[src/inc/imsf_pkg.sv]
`default_nettype none
package imsf_pkg;
   // Status register field positions.
   localparam int unsigned BUS_ACTIVITY_BIT   = 10;
   localparam int unsigned RX_OVERFLOW_BIT    = 9;
   localparam int unsigned TRANSFER_DONE_BIT  = 8;
   localparam int unsigned DATA_NACK_BIT      = 7;
   localparam int unsigned MASTER_ACTIVE_BIT  = 6;
   localparam int unsigned ARB_LOST_BIT       = 5;
   localparam int unsigned ADDR_NACK_BIT      = 4;
   localparam int unsigned RX_REQUEST_BIT     = 3;
   localparam int unsigned TX_REQUEST_BIT     = 2;
   localparam int unsigned TX_LEVEL_LSB       = 0;
   localparam int unsigned TX_LEVEL_WIDTH     = 2;
   localparam int unsigned RESERVED_LSB       = 11;
   localparam int unsigned RESERVED_WIDTH     = 5;
   localparam int unsigned STATUS_WIDTH       = 16;
   // Control register interrupt enable positions.
   localparam int unsigned DONE_IRQ_ENABLE_BIT = 8;
   localparam int unsigned NACK_IRQ_ENABLE_BIT = 7;
   localparam int unsigned ARB_IRQ_ENABLE_BIT  = 6;
   localparam int unsigned TX_IRQ_ENABLE_BIT   = 5;
   localparam int unsigned RX_IRQ_ENABLE_BIT   = 4;
   // Reset value and transmit FIFO level codes.
   localparam logic [15:0] STATUS_RESET = 16'h0000;
   localparam logic [1:0]  TX_LEVEL_EMPTY = 2'h0;
   localparam logic [1:0]  TX_LEVEL_ONE   = 2'h1;
   localparam logic [1:0]  TX_LEVEL_TWO   = 2'h2;
   localparam logic [1:0]  TX_LEVEL_FULL  = 2'h3;
   // Bus line synchroniser depth.
   localparam int unsigned SYNC_STAGES = 3;
endpackage : imsf_pkg
`default_nettype wire
[src/core/imsf_bus_condition.sv]
`default_nettype none
module imsf_bus_condition (
   input  wire logic CLOCK,
   input  wire logic RST,
   input  wire logic SCL_IN,
   input  wire logic SDA_IN,
   output logic      START_SEEN,
   output logic      STOP_SEEN
);
   typedef struct packed {
      logic [1:0][imsf_pkg::SYNC_STAGES-1:0] sync;
      logic [1:0]                            line;
      logic                                  start;
      logic                                  stop;
   } imsf_cond_s;

   imsf_cond_s state;
   imsf_cond_s next_state;
   logic [1:0] pin;

   assign pin = {SDA_IN, SCL_IN};

   // A line only changes once the second and third stages agree, which filters
   // single-cycle glitches at the cost of one extra cycle of latency.
   always_comb begin
      next_state       = state;
      next_state.start = 1'b0;
      next_state.stop  = 1'b0;
      for (int i = 0; i < 2; i++) begin
         next_state.sync[i] = {state.sync[i][1:0], pin[i]};
         if (state.sync[i][1] == state.sync[i][2]) begin
            next_state.line[i] = state.sync[i][2];
         end
      end
      if (state.line[0] && next_state.line[0]) begin
         next_state.start = state.line[1] && !next_state.line[1];
         next_state.stop  = !state.line[1] && next_state.line[1];
      end
   end

   always_ff @(posedge CLOCK) begin
      if (RST) begin
         state <= '{sync: '1, line: 2'h3, start: 1'b0, stop: 1'b0};
      end else begin
         state <= next_state;
      end
   end

   assign START_SEEN = state.start;
   assign STOP_SEEN  = state.stop;
endmodule : imsf_bus_condition
`default_nettype wire

[src/core/imsf_status.sv]
`default_nettype none
// Overview of operation
// - The bus activity flag sets on a start condition and clears on a stop from any master.
// - The receive overflow flag sets when a byte is pushed into an already full receive FIFO.
// - The transfer done flag sets when a transfer ends and interrupts if its enable is set.
// - The data no-acknowledge flag sets on a refused data byte and interrupts if enabled.
// - The master active flag is high while a transaction runs, low if idle or arbitration lost.
// - The arbitration lost flag sets when bus control is lost and interrupts if enabled.
// - The address no-acknowledge flag sets on a refused address and shares the nack enable.
// - The receive request flag sets when data enters the receive FIFO and interrupts if enabled.
// - After an address with write, the transmit request is high while the FIFO holds 0 or 1 byte.
// - The transmit FIFO level is reported on bits 1 to 0 as empty, one, two or full.
// - Bits 15 to 11 of the status register are reserved and read as zero.
// - The interrupt enables sit at bits 8 down to 4 of the master control register.
module imsf_status (
   input  wire logic        CLOCK,
   input  wire logic        RST,
   input  wire logic        SCL_IN,
   input  wire logic        SDA_IN,
   input  wire logic [15:0] MASTER_BUS_CONTROL,
   input  wire logic        STATUS_READ,
   input  wire logic        RX_PUSH,
   input  wire logic        RX_FULL,
   input  wire logic [1:0]  TX_FIFO_COUNT,
   input  wire logic        ADDR_WRITE_SENT,
   input  wire logic        XFER_DONE,
   input  wire logic        DATA_NACK,
   input  wire logic        ADDR_NACK,
   input  wire logic        ARB_LOST,
   input  wire logic        MASTER_ACTIVE,
   output logic [15:0]      MASTER_BUS_STATUS,
   output logic             IRQ
);
   typedef struct packed {
      logic [15:0] status;
      logic        write_phase;
      logic        irq;
   } imsf_state_s;

   imsf_state_s state;
   imsf_state_s next_state;
   logic        start_seen;
   logic        stop_seen;
   logic        rd;
   logic [15:0] st;
   logic [15:0] ns;
   logic [15:0] ctl;
   logic        next_tx_request;

   imsf_bus_condition u_bus_condition (
      .CLOCK      (CLOCK),
      .RST        (RST),
      .SCL_IN     (SCL_IN),
      .SDA_IN     (SDA_IN),
      .START_SEEN (start_seen),
      .STOP_SEEN  (stop_seen)
   );

   assign st  = state.status;
   assign ctl = MASTER_BUS_CONTROL;
   assign rd  = STATUS_READ;

   // Event flags are sticky until software reads the status register, so a
   // short event is never missed; an event in the read cycle wins over the clear.
   always_comb begin
      next_state  = state;
      ns          = st;
      if (start_seen) begin
         ns[imsf_pkg::BUS_ACTIVITY_BIT] = 1'b1;
      end else if (stop_seen) begin
         ns[imsf_pkg::BUS_ACTIVITY_BIT] = 1'b0;
      end
      ns[imsf_pkg::RX_OVERFLOW_BIT] = (RX_PUSH && RX_FULL)
                                      || (st[imsf_pkg::RX_OVERFLOW_BIT] && !rd);
      ns[imsf_pkg::TRANSFER_DONE_BIT] = XFER_DONE
                                        || (st[imsf_pkg::TRANSFER_DONE_BIT] && !rd);
      ns[imsf_pkg::DATA_NACK_BIT] = DATA_NACK || (st[imsf_pkg::DATA_NACK_BIT] && !rd);
      ns[imsf_pkg::ARB_LOST_BIT] = ARB_LOST || (st[imsf_pkg::ARB_LOST_BIT] && !rd);
      ns[imsf_pkg::MASTER_ACTIVE_BIT] = MASTER_ACTIVE && !ARB_LOST
                                        && !ns[imsf_pkg::ARB_LOST_BIT];
      ns[imsf_pkg::ADDR_NACK_BIT] = ADDR_NACK || (st[imsf_pkg::ADDR_NACK_BIT] && !rd);
      ns[imsf_pkg::RX_REQUEST_BIT] = RX_PUSH || (st[imsf_pkg::RX_REQUEST_BIT] && !rd);
      if (ADDR_WRITE_SENT) begin
         next_state.write_phase = 1'b1;
      end else if (XFER_DONE || ARB_LOST || ADDR_NACK) begin
         next_state.write_phase = 1'b0;
      end
      next_tx_request = next_state.write_phase
                        && (TX_FIFO_COUNT == imsf_pkg::TX_LEVEL_EMPTY
                            || TX_FIFO_COUNT == imsf_pkg::TX_LEVEL_ONE);
      ns[imsf_pkg::TX_REQUEST_BIT] = next_tx_request;
      ns[imsf_pkg::TX_LEVEL_LSB +: imsf_pkg::TX_LEVEL_WIDTH] = TX_FIFO_COUNT;
      ns[imsf_pkg::RESERVED_LSB +: imsf_pkg::RESERVED_WIDTH] = '0;
      next_state.status = ns;
      next_state.irq =
         (ns[imsf_pkg::TRANSFER_DONE_BIT] && ctl[imsf_pkg::DONE_IRQ_ENABLE_BIT])
         || ((ns[imsf_pkg::DATA_NACK_BIT] || ns[imsf_pkg::ADDR_NACK_BIT])
             && ctl[imsf_pkg::NACK_IRQ_ENABLE_BIT])
         || (ns[imsf_pkg::ARB_LOST_BIT] && ctl[imsf_pkg::ARB_IRQ_ENABLE_BIT])
         || (ns[imsf_pkg::TX_REQUEST_BIT] && ctl[imsf_pkg::TX_IRQ_ENABLE_BIT])
         || (ns[imsf_pkg::RX_REQUEST_BIT] && ctl[imsf_pkg::RX_IRQ_ENABLE_BIT]);
   end

   always_ff @(posedge CLOCK) begin
      if (RST) begin
         state <= '{status: imsf_pkg::STATUS_RESET, write_phase: 1'b0, irq: 1'b0};
      end else begin
         state <= next_state;
      end
   end

   assign MASTER_BUS_STATUS = state.status;
   assign IRQ               = state.irq;
endmodule : imsf_status
`default_nettype wire

[config.mk]
export PLATFORM = sky130hd
export DESIGN_NAME = imsf_status
export DESIGN_NICKNAME = d
export VERILOG_FILES = /design/src/inc/imsf_pkg.sv /design/src/core/imsf_bus_condition.sv /design/src/core/imsf_status.sv
export SDC_FILE = /design/constraint.sdc
export NUM_CORES = 1
export LEC_CHECK = 0
export BUFFER_PORTS_ARGS = -buffer_cell sky130_fd_sc_hd__buf_2
export CAP_MARGIN = 10
export CORE_UTILIZATION = 42
export CTS_CLUSTER_SIZE = 25
export DETAILED_ROUTE_END_ITERATION = 10
export GPL_TIMING_DRIVEN = 0
export PLACE_DENSITY = 0.76
export SLEW_MARGIN = 25
export SYNTH_ARGS = -nofsm -noshare
export SYNTH_HDL_FRONTEND = slang
export SYNTH_HIERARCHICAL = 1
export SYNTH_SLANG_ARGS = --single-unit
export TNS_END_PERCENT = 50
[constraint.sdc]
create_clock -name CLOCK -period 1.2 [get_ports CLOCK]
set_input_delay 0.24 -clock CLOCK [delete_from_list [all_inputs] [get_ports CLOCK]]
set_output_delay 0.24 -clock CLOCK [all_outputs]
set_load 0.01 [all_outputs]
# ---- Yosys cells after proc, flatten, opt, wreduce, memory -nomap -nowiden
# Cells that the tools add are included.
dict set report op_classes {
  reduce_logical 40
  muxes 6
  bitwise 1
  n_eq_ne 3
}
# op n
set ops {}
lappend ops {{1-bit logical AND} 18}
lappend ops {{1-bit logical OR} 14}
lappend ops {{1-bit two-way mux} 6}
lappend ops {{1-bit logical NOT} 5}
lappend ops {{1-bit == test} 2}
lappend ops {{2-bit by 1-bit == test with 1-bit output (second input constant)} 1}
lappend ops {{2-bit logical NOT} 1}
lappend ops {{2-bit nonzero test} 1}
lappend ops {{2-bit OR reduction} 1}
lappend ops {{1-bit inverter} 1}
dict set report totals {
  register_bits 28
  in_bits 31
  word_cells 60
}

# ---- Depth between registers and ports, before layout
dict set report logic_depth {
  word_depth 9
  ltp_mapped 4
  ltp_nobuf 4
}

# ---- Hierarchy
# The synthesis kept the hierarchy.
# mod area_each_um2 n_inst seq_area_each_um2 cells_each
set modules_own_cells {}
lappend modules_own_cells {imsf_status 563.0 1 260.2 63}
lappend modules_own_cells {imsf_bus_condition 304.0 1 200.2 28}

# ---- Least setup slack after synthesis
# No wires, ideal clock.
dict set report synth_path {
  kind {register to register}
  start {register state[1] (netlist name)}
  end {register state, in the netlist IRQ}
  required_ns 1.062
  stages_incl_launch_ff 5
  period_less_slack_ns 0.968
  path_buffers 0
  arrival_time_ns 0.830
  slack_ns 0.232
  cell_sequence {dfxtp_1 > nor4b_2 > nor2_1 > a2bb2oi_1 > a41oi_1}
}
dict set report synth_between {
  elab_chain_cells 6
}
# item line_no
set synth_rtl {}
lappend synth_rtl {{start: declaration} imsf_status.sv:40} ;# imsf_state_s state;
lappend synth_rtl {{start signal: assignment} imsf_status.sv:106} ;# state <= '{status: imsf_pkg::STATUS_RESET, write_phase: 1'b0, irq: 1'b0};
lappend synth_rtl {{start signal: assignment} imsf_status.sv:108} ;# state <= next_state;
lappend synth_rtl {{1-bit two-way mux} imsf_status.sv:85} ;# end else if (XFER_DONE || ARB_LOST || ADDR_NACK) begin
lappend synth_rtl {{1-bit two-way mux} imsf_status.sv:83} ;# if (ADDR_WRITE_SENT) begin
lappend synth_rtl {{1-bit logical AND} imsf_status.sv:89} ;# && (TX_FIFO_COUNT == imsf_pkg::TX_LEVEL_EMPTY
lappend synth_rtl {{1-bit logical AND} imsf_status.sv:100} ;# || (ns[imsf_pkg::TX_REQUEST_BIT] && ctl[imsf_pkg::TX_IRQ_ENABLE_BIT])
lappend synth_rtl {{1-bit logical OR} imsf_status.sv:100}
lappend synth_rtl {{1-bit logical OR} imsf_status.sv:101} ;# || (ns[imsf_pkg::RX_REQUEST_BIT] && ctl[imsf_pkg::RX_IRQ_ENABLE_BIT]);
# Every way passes these cells.
# A chain may end at the register's enable or synchronous reset.

# ---- Worst setup path after layout
dict set report layout_path {
  start {register state, in the netlist MASTER_BUS_STATUS[7]}
  end {output port MASTER_BUS_STATUS[7]}
}
# item line_no
set layout_lines {}
lappend layout_lines {{end: declaration} imsf_status.sv:31} ;# output logic [15:0] MASTER_BUS_STATUS,
# No word-level cell between the ends.

==> key figures <==
Timing
  – Final Max Tran Viols: 0
  – Final Critical Period: 1.14 ns
  – Final hold violation count: 0
  – Final setup vio count: 0
  – Tcrit/Tclk final: 0.951
  – Unrepaired setup endpoints after global routing: false
  – Fin Setup TNS: 0 ns
  – Max frequency: 877 MHz
  – Worst Skew: ~0.012 ns

Final layout
  – Fraction of layout cells with a size suffix above 1: 0.431
  – Area of the multi-input gates: 297 µm²
  – FF+latch area: approximately 460 µm²
  – Final net count: between 150 and 200
  – Final Util: 0.570
  – Most common cell after layout, fill and taps aside: buf_2
  – Fillcell total: 178
  – Antenna diodes: 0
  – Area Overhead vs Synth: 27.6%
  – Commonest cells after routing, fill and taps aside: buf_2, dfxtp_1, buf_4

Floorplanning
  – Die span in x: 47.4 µm
  – Die Footprint: 2250 µm²
  – Initial Util: 0.447
  – Core Box Area: ~1900 µm²
  – I/O pin count: 48
  – Die height: ~47 µm
  – Cell Rows: 16

Critical path
  – Slowest library cell on the worst path: dfxtp_1
  – Worst-path maximum fanout: 3
  – Critical path's largest stage delay: ~0.34 ns
  – Setup CP Type: register to primary output
  – CP Launch Type: register
  – Critical Path, Cell by Cell: buf_4, buf_2
  – CP required: 0.96 ns
  – Critical path arrival: roughly 0.9 ns
  – Worst setup EP type: primary output

Yosys
  – Asr flop ratio synth: 0
  – Mapped Cells: 91
  – Synthesized cell area: 867 µm²
  – #FFs+latches synth: 23
  – Main flop type after synthesis: dfxtp_1
  – Post-synth EDFFs: 0
  – Post-Syn Area per Cell: 9.53 µm²
  – Post-synthesis sequential area ratio: 0.531
  – Synthesis Warnings: 6
  – Distinct cells, synth: 22

Drt
  – Via-per-instance ratio: 4.20
  – Metal1 wirelength: 614 µm
  – Routed wl met2: 598 µm
  – Post-DRT Antenna Nets: 0
  – Uppermost routed layer: met4
  – Initial drt markers: 15
  – Routed via count: 659
  – Post-route DRC: 0
  – Drt wl/cell: 8.39 µm
  – WL final: 1320 µm
  – Length of routed met3 wiring: 95 µm
  – Drt first pass iters: 4

Clock network
  – H-tree levels: 1
  – CTS Buffer Depth: 2
  – Post-CTS Setup Inserts: 0
  – Worst-Skew Late Latency: 0.31 ns
  – Number of gates resized after cts: 0
  – Sink Count: 23
  – CTS Hold Buffers Added: 0
  – CTS tree: built
  – CTS buffer count: 3
  – Clock-pin slew of the registers on the worst-case setup and hold paths: 0.12 ns
  – Clock Tree Root: clkbuf_4

GRT
  – Initial antenna violation count: 0
  – Largest net degree at the start of global routing: 14
  – GRT overflow: 0
  – First-pass GRT wire length: 1720 µm
  – Vias in the first global route: 433
  – Overall global routing resource usage: 0.113

Power
  – Maximum VDD drop: 0.000914 V
  – Pwr Total: 0.00132 W
  – PwrDens: 1200 nW/µm²
  – LEAKAGE: 0.549 nW

Placement
  – GPL Wtd Cong: 0.636
  – PortBufs: 31
  – DP HPWL: 1020 µm

Status
  – Status: finished clean

Worst hold path
  – Tightest Hold Check Type: input pin to register

Flow run
  – Max-Cap Viols: 0
[area by class of cell]
| class | instances | share of cell area |
|---|---|---|
| Buffer | 17 | 0.112 |
| Clock buffer | 3 | 0.0204 |
| Clock inverter | 1 | 0.00452 |
| Inverter | 2 | 0.00679 |
| Multi-Input combinational cell | 53 | 0.268 |
| Sequential cell | 23 | 0.417 |
| Tap cell | 27 | 0.0305 |
| Timing Repair Buffer | 31 | 0.140 |
[report_power, final]
part / internal, W / switching (W) / leakage (nW)
combinational: 0.0000983 / 0.0000757 / 0.341
sequential: 0.000796 / 0.0000144 / 0.190
clock: 0.000124 / 0.000215 / 0.0177
[path summary, 6_finish.rpt]
kind              cells after the start                     startpoint  slack, ns                             to
hold / removal                        2                         SDA_IN        0.1  u_bus_condition/next_state[8]
hold reg to reg                       1  u_bus_condition/next_state[5]       0.42  u_bus_condition/next_state[6]
setup / recovery                      2           MASTER_BUS_STATUS[7]       0.06           MASTER_BUS_STATUS[7]
setup reg to reg                      4                       state[1]       0.09                            IRQ
[sequential cells by signal (all words and copies together) (netlist names)]
| signal | flops |
|---|---|
| state | 1 |
| u_bus_condition/START_SEEN | 1 |
| u_bus_condition/STOP_SEEN | 1 |
| u_bus_condition/next_state | 4 |
| u_bus_condition/state | 4 |
| IRQ | 1 |
| MASTER_BUS_STATUS | 11 |
[logic make-up (layout without fill, tap and decap cells)]
| kind of cell | after synthesis | in the layout | share of synthesized area |
|---|---|---|---|
| flip-flops | 23 | 23 | 0.531 |
| AND/OR/NAND/NOR | 34 | 34 | 0.215 |
| other | 1 | 5 | 0.00432 |
| AO/OA/AOI/OAI | 14 | 14 | 0.0981 |
| buffers and inverters | 19 | 54 | 0.152 |
[stage by stage]
stage / cell area, µm² / std cells / setup slack, ns / hold WS (ns)
CTS: 1100 / 157 / 0.0426 / 0.0874
global route: 1110 / 157 / 0.00765 / 0.0729
finish: 1110 / 157 / 0.0592 / 0.0959
global placement: 1070 / 153 / 0.0482 / 0.385
floorplan: 882 / 95 / 0.232 / 0.312
detailed placement: 1070 / 153 / 0.0295 / 0.390
[worst max-delay path, delay by kind of cell (launching register included)]
family	cells	cell delay (ns)
flip-flops	1	0.34
buffers and inverters	2	0.25
[Yosys cell counts (2+ instances only)]
library cell / number / area [µm²]
a21oi_1: 8 / 40.0
nor2_1: 14 / 52.6
nor2b_1: 2 / 12.5
or2_1: 4 / 25.0
or2_2: 2 / 12.5
inv_1: 2 / 7.51
nand2b_1: 5 / 31.3
nor4_1: 2 / 12.5
buf_4: 16 / 120
dfxtp_1: 23 / 460
o21bai_1: 2 / 15.0
[per-layer routing]
layer | GRT usage | vias to the layer above
li1 | - | 354
met1 | 0.153 | 280
met2 | 0.156 | 23
met3 | 0.0679 | 2
met4 | 0.0171 | 0
met5 | 0 | -
(Power assumes the default switching activity.)
